==> config.mk <==
export PLATFORM = sky130hd
export DESIGN_NAME = dws_core
export DESIGN_NICKNAME = d
export VERILOG_FILES = /design/src/hdl/dws_core.v /design/src/hdl/dws_fifo.v /design/src/hdl/dws_wb_regs.v
export VERILOG_INCLUDE_DIRS = /design/src /design/src/hdl
export SDC_FILE = /design/constraint.sdc
export NUM_CORES = 1
export LEC_CHECK = 0
export ABC_CLOCK_PERIOD_IN_PS = 3200
export BUFFER_PORTS_ARGS = -buffer_cell sky130_fd_sc_hd__buf_2
export CAP_MARGIN = 20
export CORE_MARGIN = 2
export CORE_UTILIZATION = 60
export DETAILED_ROUTE_END_ITERATION = 10
export PLACE_DENSITY = 0.76
export SLEW_MARGIN = 40
export SYNTH_ARGS = -nofsm -noshare
export SYNTH_HDL_FRONTEND = slang
export SYNTH_SLANG_ARGS = --single-unit
==> constraint.sdc <==
create_clock -name clk -period 3.2 [get_ports clk]
set_input_delay 0.64 -clock clk [delete_from_list [all_inputs] [get_ports clk]]
set_output_delay 0.64 -clock clk [all_outputs]
set_load 0.05 [all_outputs]
==> src/hdl/dws_map.vh <==
// register map, field positions and encodings of the write burst sequencer
`ifndef DWS_MAP_VH
`define DWS_MAP_VH
// wishbone word offsets (byte addresses)
`define DWS_REG_MODE 8'h00
`define DWS_REG_STAT 8'h04
`define DWS_REG_WCNT 8'h08
`define DWS_REG_DATA 8'h0C
// mode register fields
`define DWS_BURST_LSB 0
`define DWS_BURST_MSB 1
`define DWS_PRE2_BIT 2
`define DWS_CWL_LSB 8
`define DWS_CWL_MSB 12
`define DWS_AL_LSB 16
`define DWS_AL_MSB 20
`define DWS_WR_LSB 24
`define DWS_WR_MSB 28
// burst field encodings
`define DWS_BURST_BL8 2'h0
`define DWS_BURST_OTF 2'h1
`define DWS_BURST_BC4 2'h2
// reset values
`define DWS_CWL_RST 5'h09
`define DWS_AL_RST 5'h00
`define DWS_WR_RST 5'h0C
// beat counts
`define DWS_BEATS_8 4'h8
`define DWS_BEATS_4 4'h4
// command encodings on the command port
`define DWS_CMD_DES 3'h0
`define DWS_CMD_WR 3'h1
`define DWS_CMD_RD 3'h2
`define DWS_CMD_OTHER 3'h3
`endif

==> src/hdl/dws_core.v <==
// write burst sequencer: command decode, burst length, data capture, timers
`timescale 1ns/1ps
`include "dws_map.vh"
module dws_core #(
   parameter DW = 32,
   parameter DEPTH = 16,
   parameter AW = 4,
   parameter GROUPS = 4,
   parameter GW = 2,
   parameter BANKS = 4,
   parameter BW = 2,
   parameter WTR_S = 4,
   parameter WTR_L = 8
) (
   // clock and reset
   input wire clk,
   input wire resetn,
   // wishbone
   input wire wb_cyc_i,
   input wire wb_stb_i,
   input wire wb_we_i,
   input wire [7:0] wb_adr_i,
   input wire [3:0] wb_sel_i,
   input wire [31:0] wb_dat_i,
   output wire [31:0] wb_dat_o,
   output wire wb_ack_o,
   output wire wb_err_o,
   // command port from the controller
   input wire [2:0] cmd,
   input wire [GW-1:0] cmd_group,
   input wire [BW-1:0] cmd_bank,
   input wire burst_select_bit,
   input wire autoprecharge_bit,
   // write data lane
   input wire [DW-1:0] wdata,
   // status outputs
   output reg burst_active,
   output reg burst_chop_four,
   output reg recovery_start,
   output reg write_to_read_short,
   output reg write_to_read_long,
   output reg [BANKS*GROUPS-1:0] bank_open,
   output reg spacing_error,
   output reg overflow
);
////////////////////////////////////////////////////////////////////////////
localparam ST_IDLE = 3'b001;
localparam ST_WAIT = 3'b010;
localparam ST_DATA = 3'b100;
wire [31:0] mode;
wire [1:0] burst_field;
wire pre2;
wire [5:0] write_latency;
wire [4:0] rec_time;
wire wr_cmd;
wire rd_cmd;
wire chop_now;
wire f_in_ready;
wire f_out_valid;
wire [DW-1:0] f_out_data;
wire rd_pop;
wire last_beat;
reg [2:0] state;
reg [5:0] lat_cnt;
reg [3:0] beat_cnt;
reg [3:0] beats;
reg close_pend;
reg [GW-1:0] cur_group;
reg [BW-1:0] cur_bank;
reg [4:0] rec_cnt;
reg [7:0] gap_cnt;
reg [15:0] wr_count;
reg [7:0] s_cnt [0:GROUPS-1];
reg [7:0] l_cnt [0:GROUPS-1];
reg next_short;
reg next_long;
integer g;
assign burst_field = mode[`DWS_BURST_MSB:`DWS_BURST_LSB];
assign pre2 = mode[`DWS_PRE2_BIT];
assign write_latency = {1'b0, mode[`DWS_CWL_MSB:`DWS_CWL_LSB]} +
   {1'b0, mode[`DWS_AL_MSB:`DWS_AL_LSB]};
assign rec_time = mode[`DWS_WR_MSB:`DWS_WR_LSB];
assign wr_cmd = (cmd == `DWS_CMD_WR);
assign rd_cmd = (cmd == `DWS_CMD_RD);
// chop select per burst field
assign chop_now = (burst_field == `DWS_BURST_BC4) ||
   ((burst_field == `DWS_BURST_OTF) && !burst_select_bit);
assign last_beat = (state == ST_DATA) && (beat_cnt == beats - 1'b1);
////////////////////////////////////////////////////////////////////////////
dws_wb_regs u_regs (
   .clk(clk),
   .resetn(resetn),
   .wb_cyc_i(wb_cyc_i),
   .wb_stb_i(wb_stb_i),
   .wb_we_i(wb_we_i),
   .wb_adr_i(wb_adr_i),
   .wb_sel_i(wb_sel_i),
   .wb_dat_i(wb_dat_i),
   .wb_dat_o(wb_dat_o),
   .wb_ack_o(wb_ack_o),
   .wb_err_o(wb_err_o),
   .mode(mode),
   .status({16'h0000, f_out_valid, ~f_in_ready, overflow, spacing_error,
      8'h00, 1'b0, state}),
   .wcount({16'h0000, wr_count}),
   .rdata(f_out_data[31:0]),
   .rdata_pop(rd_pop)
);
dws_fifo #(.WIDTH(DW), .DEPTH(DEPTH), .AW(AW)) u_fifo (
   .clk(clk),
   .resetn(resetn),
   .in_valid(state == ST_DATA),
   .in_ready(f_in_ready),
   .in_data(wdata),
   .out_valid(f_out_valid),
   .out_ready(rd_pop),
   .out_data(f_out_data)
);
////////////////////////////////////////////////////////////////////////////
// burst sequencer; a new write during a burst is the controller's hazard
always @(posedge clk or negedge resetn) begin
   if (!resetn) begin
      state <= ST_IDLE;
      lat_cnt <= 6'h00;
      beat_cnt <= 4'h0;
      beats <= `DWS_BEATS_8;
      close_pend <= 1'b0;
      cur_group <= {GW{1'b0}};
      cur_bank <= {BW{1'b0}};
      burst_active <= 1'b0;
      burst_chop_four <= 1'b0;
      recovery_start <= 1'b0;
      overflow <= 1'b0;
      wr_count <= 16'h0000;
   end else begin
      recovery_start <= 1'b0;
      case (state)
         ST_IDLE: begin
            if (wr_cmd) begin
               beats <= chop_now ? `DWS_BEATS_4 : `DWS_BEATS_8;
               burst_chop_four <= chop_now;
               close_pend <= autoprecharge_bit;
               cur_group <= cmd_group;
               cur_bank <= cmd_bank;
               wr_count <= wr_count + 16'h0001;
               lat_cnt <= 6'h01;
               state <= (write_latency <= 6'h01) ? ST_DATA : ST_WAIT;
               burst_active <= (write_latency <= 6'h01);
               beat_cnt <= 4'h0;
            end
         end
         ST_WAIT: begin
            lat_cnt <= lat_cnt + 6'h01;
            if (lat_cnt + 6'h01 >= write_latency) begin
               state <= ST_DATA;
               burst_active <= 1'b1;
            end
         end
         ST_DATA: begin
            beat_cnt <= beat_cnt + 4'h1;
            if (!f_in_ready) begin
               overflow <= 1'b1;
            end
            if (last_beat) begin
               state <= ST_IDLE;
               burst_active <= 1'b0;
               recovery_start <= 1'b1;
            end
         end
         default: begin
            state <= ST_IDLE;
         end
      endcase
   end
end
////////////////////////////////////////////////////////////////////////////
// recovery counter closes the bank when autoclose was asked
always @(posedge clk or negedge resetn) begin
   if (!resetn) begin
      rec_cnt <= 5'h00;
      bank_open <= {(BANKS*GROUPS){1'b0}};
   end else begin
      if (cmd == `DWS_CMD_OTHER) begin
         // other commands open the addressed bank; slots need no deselect
         bank_open[{cmd_group, cmd_bank}] <= 1'b1;
      end
      if (recovery_start && close_pend) begin
         rec_cnt <= rec_time;
      end else if (rec_cnt != 5'h00) begin
         rec_cnt <= rec_cnt - 5'h01;
         if (rec_cnt == 5'h01) begin
            bank_open[{cur_group, cur_bank}] <= 1'b0;
         end
      end
   end
end
////////////////////////////////////////////////////////////////////////////
// per-group write-to-read timers, started after the last beat
generate
   genvar gi;
   for (gi = 0; gi < GROUPS; gi = gi + 1) begin : g_tmr
      always @(posedge clk or negedge resetn) begin
         if (!resetn) begin
            s_cnt[gi] <= 8'h00;
            l_cnt[gi] <= 8'h00;
         end else if (last_beat) begin
            s_cnt[gi] <= (cur_group == gi) ? 8'h00 : WTR_S[7:0];
            l_cnt[gi] <= (cur_group == gi) ? WTR_L[7:0] : 8'h00;
         end else begin
            if (s_cnt[gi] != 8'h00) s_cnt[gi] <= s_cnt[gi] - 8'h01;
            if (l_cnt[gi] != 8'h00) l_cnt[gi] <= l_cnt[gi] - 8'h01;
         end
      end
   end
endgenerate
always @* begin
   next_short = 1'b0;
   next_long = 1'b0;
   for (g = 0; g < GROUPS; g = g + 1) begin
      if (s_cnt[g] != 8'h00) next_short = 1'b1;
      if (l_cnt[g] != 8'h00) next_long = 1'b1;
   end
end
////////////////////////////////////////////////////////////////////////////
// flags controller spacing faults; the device keeps running regardless
always @(posedge clk or negedge resetn) begin
   if (!resetn) begin
      gap_cnt <= 8'hFF;
      spacing_error <= 1'b0;
      write_to_read_short <= 1'b0;
      write_to_read_long <= 1'b0;
   end else begin
      write_to_read_short <= next_short;
      write_to_read_long <= next_long;
      if (wr_cmd) begin
         gap_cnt <= 8'h01;
      end else if (gap_cnt != 8'hFF) begin
         gap_cnt <= gap_cnt + 8'h01;
      end
      if (wr_cmd && pre2 && (gap_cnt == 8'h05)) begin
         spacing_error <= 1'b1;
      end
      if (pre2 && (mode[`DWS_CWL_MSB:`DWS_CWL_LSB] == `DWS_CWL_RST)) begin
         spacing_error <= 1'b1;
      end
      if (rd_cmd && ((l_cnt[cmd_group] != 8'h00) ||
         (s_cnt[cmd_group] != 8'h00))) begin
         spacing_error <= 1'b1;
      end
   end
end
endmodule

==> src/hdl/dws_fifo.v <==
// synchronous valid/ready fifo for captured write data
`timescale 1ns/1ps
module dws_fifo #(
   parameter WIDTH = 32,
   parameter DEPTH = 16,
   parameter AW = 4
) (
   // clock and reset
   input wire clk,
   input wire resetn,
   // fill side
   input wire in_valid,
   output wire in_ready,
   input wire [WIDTH-1:0] in_data,
   // drain side
   output wire out_valid,
   input wire out_ready,
   output wire [WIDTH-1:0] out_data
);
reg [WIDTH-1:0] mem [0:DEPTH-1];
reg [AW-1:0] wptr;
reg [AW-1:0] rptr;
reg [AW:0] count;
wire push;
wire pop;
assign in_ready = (count != DEPTH[AW:0]);
assign out_valid = (count != {(AW+1){1'b0}});
assign out_data = mem[rptr];
assign push = in_valid & in_ready;
assign pop = out_valid & out_ready;
always @(posedge clk) begin
   if (push) begin
      mem[wptr] <= in_data;
   end
end
always @(posedge clk or negedge resetn) begin
   if (!resetn) begin
      wptr <= {AW{1'b0}};
      rptr <= {AW{1'b0}};
      count <= {(AW+1){1'b0}};
   end else begin
      if (push) begin
         wptr <= (wptr == DEPTH[AW-1:0] - 1'b1) ? {AW{1'b0}} : wptr + 1'b1;
      end
      if (pop) begin
         rptr <= (rptr == DEPTH[AW-1:0] - 1'b1) ? {AW{1'b0}} : rptr + 1'b1;
      end
      if (push & ~pop) begin
         count <= count + 1'b1;
      end else if (pop & ~push) begin
         count <= count - 1'b1;
      end
   end
end
endmodule

==> src/hdl/dws_wb_regs.v <==
// wishbone classic slave holding the mode register and status reads
`timescale 1ns/1ps
`include "dws_map.vh"
module dws_wb_regs (
   // clock and reset
   input wire clk,
   input wire resetn,
   // wishbone
   input wire wb_cyc_i,
   input wire wb_stb_i,
   input wire wb_we_i,
   input wire [7:0] wb_adr_i,
   input wire [3:0] wb_sel_i,
   input wire [31:0] wb_dat_i,
   output reg [31:0] wb_dat_o,
   output reg wb_ack_o,
   output reg wb_err_o,
   // block side
   output reg [31:0] mode,
   input wire [31:0] status,
   input wire [31:0] wcount,
   input wire [31:0] rdata,
   output reg rdata_pop
);
wire req;
wire hit;
integer i;
assign req = wb_cyc_i & wb_stb_i & ~wb_ack_o & ~wb_err_o;
assign hit = (wb_adr_i == `DWS_REG_MODE) || (wb_adr_i == `DWS_REG_STAT) ||
   (wb_adr_i == `DWS_REG_WCNT) || (wb_adr_i == `DWS_REG_DATA);
always @(posedge clk or negedge resetn) begin
   if (!resetn) begin
      mode <= {3'h0, `DWS_WR_RST, 3'h0, `DWS_AL_RST, 3'h0, `DWS_CWL_RST,
         8'h00};
      wb_dat_o <= 32'h0000_0000;
      wb_ack_o <= 1'b0;
      wb_err_o <= 1'b0;
      rdata_pop <= 1'b0;
   end else begin
      wb_ack_o <= req & hit;
      wb_err_o <= req & ~hit;
      rdata_pop <= 1'b0;
      if (req & wb_we_i & (wb_adr_i == `DWS_REG_MODE)) begin
         for (i = 0; i < 4; i = i + 1) begin
            if (wb_sel_i[i]) begin
               mode[i*8 +: 8] <= wb_dat_i[i*8 +: 8];
            end
         end
      end
      if (req & ~wb_we_i) begin
         if (wb_adr_i == `DWS_REG_MODE) begin
            wb_dat_o <= mode;
         end else if (wb_adr_i == `DWS_REG_STAT) begin
            wb_dat_o <= status;
         end else if (wb_adr_i == `DWS_REG_WCNT) begin
            wb_dat_o <= wcount;
         end else if (wb_adr_i == `DWS_REG_DATA) begin
            wb_dat_o <= rdata;
            // popping on read keeps one word per access
            rdata_pop <= 1'b1;
         end else begin
            wb_dat_o <= 32'h0000_0000;
         end
      end
   end
end
endmodule

==> results of run 1 <==
==> final cells by class <==
cell class,count,area (sq um),share of cell area (%)
antenna,3,7.51,0.0221
clock buffer,101,2030,5.98
clock inverter,34,282,0.827
inverter,35,131,0.386
multi-input combinational,998,8580,25.2
sequential,727,20800,61.0
tap,664,831,2.44
timing repair buffer,190,1400,4.10
==> sequential cells by signal (all words and copies together), names as in the netlist, 2 cells and up <==
signal,count
bank_open,16
beat_cnt,4
beats,2
cur_bank,2
cur_group,2
gap_cnt,8
l_cnt,32
lat_cnt,6
rec_cnt,5
s_cnt,32
state,3
u_fifo.count,5
u_fifo.mem,512
u_fifo.rptr,4
u_fifo.wptr,4
u_regs.mode,32
u_regs.wb_dat_o,32
wr_count,16
==> cells in the mapped netlist, drive strengths merged, types with 30 or more instances <==
cell type,n,area [sq um]
buf,33,194
nor2,121,454
clkbuf,49,184
a21oi,83,415
nand3,39,195
edfxtp,512,15400
nand2,110,413
mux4,128,2880
dfrtp,201,5030
ha,35,438
mux2,34,383
a22oi,64,480
inv,34,128
xor2,30,263
xnor2,36,315
==> power groups by stage <==
stage | Clock (uW) | Combinational (uW) | Sequential (uW)
floorplan | 0 | 1720 | 11800
global placement | 0 | 2560 | 11600
detailed placement | 0 | 2680 | 11600
CTS | 8410 | 2700 | 11400
global route | 8750 | 3020 | 11500
finish | 8300 | 2690 | 11400
==> worst paths after layout <==
kind	startpoint	endpoint	slack (ns)	depth (start not counted)
min in group clk	wb_dat_i[5]	u_regs.mode[5]$_DFFE_PN0P_	0.25	2
setup reg to reg	u_fifo.count[1]$_DFFE_PN0P_	u_fifo.count[4]$_DFFE_PN0P_	0.30	11
hold reg to reg	wr_count[15]$_DFFE_PN0P_	wr_count[15]$_DFFE_PN0P_	0.47	1
hold / removal	resetn	u_regs.mode[4]$_DFFE_PN0P_	0.07	1
max in group asynchronous	resetn	u_regs.mode[27]$_DFFE_PN1P_	2.27	2
setup / recovery	u_fifo.count[1]$_DFFE_PN0P_	u_fifo.count[4]$_DFFE_PN0P_	0.30	11
==> logic make-up (layout without fill, tap and decap cells) <==
kind of cell             count (synthesis)  in the layout  synth area share (%)
adder cells (fa/ha/maj)                 37             37                  1.60
multiplexers                           175            175                  11.4
AND/OR/NAND/NOR                        455            455                  7.81
flip-flops                             727            727                  69.7
other                                    0              3                     0
buffers and inverters                  117            360                  1.71
XOR/XNOR                                66             66                  1.94
AO/OA/AOI/OAI                          265            265                  5.88
==> through the flow <==
step / hold WS [ns] / util [%] / worst slack [ns] / cells / total power, uW
2_1_floorplan: 0.344 / - / 0.497 / 1842 / 13500
3_3_place_gp: 0.462 / 64.8 / 0.323 / 2614 / 14100
3_5_place_dp: 0.458 / 64.8 / 0.309 / 2614 / 14300
4_1_cts: 0.0740 / 69.5 / 0.306 / 2749 / 22500
5_1_grt: 0.119 / 69.5 / 0.164 / 2751 / 23300
6_report: 0.0687 / 69.5 / 0.305 / 2752 / 22400
==> per-layer routing <==
layer / up-vias / track usage [%] / part of all wire (%)
li1: 7526 / - / -
met1: 8903 / 37.4 / 39
met2: 898 / 44.5 / 49
met3: 149 / 6.87 / 9.3
met4: 6 / 11.2 / 3.1
met5: - / 0 / 0.049
==> worst max-delay path: cells and delay by family (launching register included) <==
kind	cells	cell delay, ns
buffers and inverters	2	0.21
flip-flops	1	0.43
AO/OA/AOI/OAI	3	0.58
XOR/XNOR	2	0.27
adder cells (fa/ha/maj)	2	0.65
AND/OR/NAND/NOR	2	0.63
==> cells in the final DEF (no fill, tap or decap), types with 16 or more instances in the layout <==
cell type	netlist	layout
mux2_1	32	32
clkbuf_16	0	75
dfrtp_1	201	199
buf_12	0	26
nor3_1	26	26
a221o_1	16	16
a22oi_1	64	64
nand3_1	39	39
mux4_2	128	128
ha_1	35	35
inv_1	32	32
nor2_1	121	120
and2_2	0	16
buf_2	20	145
xnor2_1	36	36
buf_4	6	18
nand2_1	110	110
xor2_1	30	30
clkbuf_1	49	20
a211oi_1	16	16
a21oi_1	83	83
edfxtp_1	512	512
==> impl_metrics.env, run 1 <==
export IMPL_vias=17500
export IMPL_critPathLaunchType="flip-flop"
export IMPL_tightestPinTransition_ns=0.722
export IMPL_cp_max_fo=5
export IMPL_root_buffer="clkbuf_16"
export IMPL_num_rows=81
export IMPL_arrival_ns=3.38
export IMPL_swShare_pct=25.9
export IMPL_p_per_area_nw_per_um2=659
export IMPL_status="finished clean"
export IMPL_combPwrFrac_pct=12.0
export IMPL_grt_max_degree=97
export IMPL_numPortBuffers=146
export IMPL_peakVddDrop_uv=390
export IMPL_grt_pass1_wl_microns=105000
export IMPL_critical_path_max_stage_delay_ns=0.57
export IMPL_pwr_share_seq_pct=51.0
export IMPL_power_frac_clock_pct=37.0
export IMPL_synth_edf_count=512
export IMPL_finClkSkew_ns=0.0187
export IMPL_io_pins=147
export IMPL_cp_end_kind="flip-flop"
export IMPL_required_ns=3.69
export IMPL_cts_sinks=727
export IMPL_tritoncts="yes"
export IMPL_clock_path_buffers=3
export IMPL_grtUsageTotal_pct=27.9
export IMPL_htree_levels=3
export IMPL_rsz0062_at_grt="no"
export IMPL_area_growth_syn_to_layout_pct=14.2
export IMPL_ys_seq_area_share_pct=69.7
export IMPL_drive_gt1_share_pct=22.8
export IMPL_slew_headroom_pct=51.9
export IMPL_fmax_mhz=345
export IMPL_avgSynthCellArea_sq_um=16.2
export IMPL_ys_warn_count=0
export IMPL_drt_iter0_drc=1910
export IMPL_stdcell_area_sq_um=34000
export IMPL_netlist_instances=1842
export IMPL_synth_cell_type_count=70
export IMPL_routedWlPerCell_microns=25.4
export IMPL_dpl_hpwl_microns=42100
export IMPL_setup_tns_final_ns=0
export IMPL_post_cts_buffers=0
export IMPL_final_nets=2153
export IMPL_numCtsBuffers=74
export IMPL_ys_flop_type="edfxtp_1"
export IMPL_syn_nets=1969
export IMPL_antenna_found_initial=5
export IMPL_period_share_pct=90.5
export IMPL_drt_antenna_violating_nets=0
export IMPL_postCtsResizedCells=0
export IMPL_die_y_microns=227
export IMPL_syn_area_sq_um=29800
export IMPL_critPathKind="flip-flop to flip-flop"
export IMPL_cp_slowest_cell="or4_1"
export IMPL_routed_wl_microns=70000
export IMPL_cap_violations=0
export IMPL_clk_pin_slew_ns=0.06
export IMPL_insertion_delay_ns=0.61
export IMPL_fp_dieArea_sq_um=51500
export IMPL_place_gp_congestion=0.878
export IMPL_hold_buffers=0
export IMPL_finalCriticalPeriod_ns=2.90
export IMPL_nFillCells=3129
export IMPL_power_switching_uw=5820
export IMPL_drc=0
export IMPL_path_cells="or4_1 -> o21a_1 -> clkinv_1 -> ha_1 -> inv_1 -> fa_1 -> a21o_1 -> a21oi_1 -> xnor2_1 -> nor2_1 -> xor2_1"
export IMPL_start_util_pct=60.9
export IMPL_detailed_place_area_sq_um=31700
export IMPL_p_int_uw=16600
export IMPL_hp_class="input port to async pin"
export IMPL_grt_overflow=0
export IMPL_leakagePower_uw=0.0125
export IMPL_die_w_microns=227
export IMPL_grt_pass1_vias=17400
export IMPL_via_per_inst=6.35
export IMPL_finalSetupViolations=0
export IMPL_design_core_area_sq_um=49000
export IMPL_drt_pass1_iter_count=8
export IMPL_maxSlewViolCount=0
export IMPL_async_flop_share_pct=29.6
export IMPL_hold_violations=0
export IMPL_synth_ff_latch_count=727
Note: power is estimated with default switching activity, not from simulation.
==> run 2: changes to the inputs <==
Settings changed: GPL_TIMING_DRIVEN set to 0.
==> run 2 against run 1 <==
  * Via count increased by 1.5%
  * Sequential share of layout area decreased by 0.26 points
  * Sequential power about the same
  * Fmax decreased by 5.7%
  * Non-clock buffer count increased by 56
  * Critical endpoint is now u_regs.wb_dat_o[2]$_DFFE_PN0P_
  * Highest routed layer unchanged
==> impl_metrics.env, run 2 (synthesis gave the netlist of run 1 again) <==
export IMPL_top_register="u_fifo.mem"
export IMPL_finalCriticalPeriod_ns=3.07
export IMPL_period_share_pct=96.0
export IMPL_pre_cts_slack_ns=0.0787
export IMPL_drt_pass1_iter_count=5
export IMPL_start_util_pct=60.9
export IMPL_dpl_hpwl_microns=45800
export IMPL_die_w_microns=227
export IMPL_htree_levels=3
export IMPL_critPathKind="flip-flop to flip-flop"
export IMPL_drive_gt1_share_pct=22.2
export IMPL_fmax_mhz=326
export IMPL_tritoncts="yes"
export IMPL_finClkSkew_ns=0.0214
export IMPL_p_total_uw=22500
export IMPL_grt_overflow=0
export IMPL_routed_wl_microns=70400
export IMPL_place_gp_congestion=0.872
export IMPL_setup_slack_ns=0.129
export IMPL_maxSlewViolCount=0
export IMPL_fp_dieArea_sq_um=51500
export IMPL_clock_path_buffers=3
export IMPL_via_per_inst=6.33
export IMPL_tightestPinTransition_ns=0.840
export IMPL_setup_tns_final_ns=0
export IMPL_insertion_delay_ns=0.61
export IMPL_design_core_area_sq_um=49000
export IMPL_critPathLaunchType="flip-flop"
export IMPL_num_rows=81
export IMPL_hold_violations=0
export IMPL_slew_headroom_pct=44.0
export IMPL_drt_antenna_violating_nets=0
export IMPL_io_pins=147
export IMPL_grt_max_degree=77
export IMPL_drt_iter0_drc=1954
export IMPL_status="finished clean"
export IMPL_grt_pass1_wl_microns=106000
export IMPL_die_y_microns=227
export IMPL_grt_pass1_vias=17900
export IMPL_antenna_found_initial=7
export IMPL_clk_pin_slew_ns=0.06
export IMPL_cap_violations=0
export IMPL_numPortBuffers=144
export IMPL_area_growth_syn_to_layout_pct=14.6
export IMPL_routedWlPerCell_microns=25.1
export IMPL_finalSetupViolations=0
export IMPL_numCtsBuffers=72
export IMPL_final_nets=2207
export IMPL_vias=17700
export IMPL_cp_end_kind="flip-flop"
export IMPL_drc=0
export IMPL_leakagePower_uw=0.0126
export IMPL_peakVddDrop_uv=387
export IMPL_stdcell_area_sq_um=34200
export IMPL_cp_max_fo=10
export IMPL_cts_sinks=727
export IMPL_p_per_area_nw_per_um2=657
export IMPL_detailed_place_area_sq_um=31800
export IMPL_critical_path_max_stage_delay_ns=0.65
export IMPL_mostFrequentLayoutCells="edfxtp_1 (512), dfrtp_1 (201), buf_2 (163)"
export IMPL_required_ns=3.67
export IMPL_largest_reg_flops=512
export IMPL_arrival_ns=3.54
export IMPL_hp_class="input port to flip-flop"
export IMPL_path_cells="clkbuf_1 -> buf_2 -> buf_1 -> mux4_2 -> a22oi_1 -> nand2_1 -> a221oi_1 -> nor2_1"
export IMPL_post_cts_buffers=0
export IMPL_nFillCells=3079
export IMPL_grtUsageTotal_pct=28.0
export IMPL_root_buffer="clkbuf_16"
export IMPL_cp_slowest_cell="buf_1"
export IMPL_rsz0062_at_grt="no"
export IMPL_layout_commonest_cell="edfxtp_1"
==> run 2: cell count changes in the layout (fill, tap and decap cells not counted), moves of 3 or more <==
cell      before  now
buf_16         0    3
and2_4         0   16
buf_2        145  163
nor2b_1       12   15
buf_6          0    3
buf_12        26   16
clkbuf_1      20   64
buf_1          0    4
and2_2        16    0
buf_4         18    6
==> run 2: final timing paths <==
path | startpoint | cells after the start | slack, ns | to
min | wb_dat_i[21] | 2 | 0.26 | u_regs.mode[21]$_DFFE_PN0P_
min in group asynchronous | resetn | 2 | 0.44 | u_regs.mode[5]$_DFFE_PN0P_
min reg2reg | wr_count[15]$_DFFE_PN0P_ | 1 | 0.47 | wr_count[15]$_DFFE_PN0P_
max in group asynchronous | resetn | 5 | 1.40 | u_regs.mode[27]$_DFFE_PN1P_
max reg2reg | u_fifo.rptr[1]$_DFFE_PN0P_ | 8 | 0.13 | u_regs.wb_dat_o[2]$_DFFE_PN0P_
max | u_fifo.rptr[1]$_DFFE_PN0P_ | 8 | 0.13 | u_regs.wb_dat_o[2]$_DFFE_PN0P_
==> run 2: final cells by class <==
| type | count | area, sq um | share of cell area [%] |
|---|---|---|---|
| Multi-Input combinational cell | 998 | 8590 | 25.1 |
| Timing Repair Buffer | 164 | 1140 | 3.35 |
| Inverter | 35 | 131 | 0.384 |
| Clock inverter | 34 | 300 | 0.879 |
| Antenna cell | 3 | 7.51 | 0.0220 |
| Sequential cell | 727 | 20800 | 60.8 |
| Tap cell | 664 | 831 | 2.43 |
| Buffer | 82 | 379 | 1.11 |
| Clock buffer | 97 | 2020 | 5.91 |
==> run 2: per-stage QoR <==
step	hold WS [ns]	utilization [%]	instances
2_1_floorplan	0.344	-	1842
3_5_place_dp	0.464	65.0	2669
4_1_cts	0.227	69.8	2801
5_1_grt	0.244	69.8	2803
3_3_place_gp	0.464	64.1	2650
6_report	0.255	69.8	2804
==> run 2: timing repair <==
item | 4_1_cts | 5_1_grt
setup endpoints to repair | 0 | 1
gates resized for setup | 0 | 2
hold buffers | 1 | 0
hold endpoints to repair | 15 | 0
==> run 2: report_power, final <==
group	internal, uW	switching, uW	total [uW]
Combinational	1120	1610	2730
Sequential	10800	672	11400
Clock	4840	3450	8300
==> run 2: per-layer routing <==
metal / routed length (microns) / vias up / GRT usage, % / share of wire (%)
met2: 34300 / 936 / 45.6 / 49
met3: 6250 / 153 / 5.99 / 8.9
li1: - / 7630 / - / -
met1: 27900 / 9022 / 37.7 / 40
met5: 53 / - / 0 / 0.075
met4: 1950 / 8 / 10.0 / 2.8
==> run 2: worst max-delay path: cells and delay by family (launching register included) <==
kind | cells | cell delay [ns]
flip-flops | 1 | 0.37
buffers and inverters | 3 | 1.34
AND/OR/NAND/NOR | 2 | 0.29
multiplexers | 1 | 0.42
AO/OA/AOI/OAI | 2 | 0.52
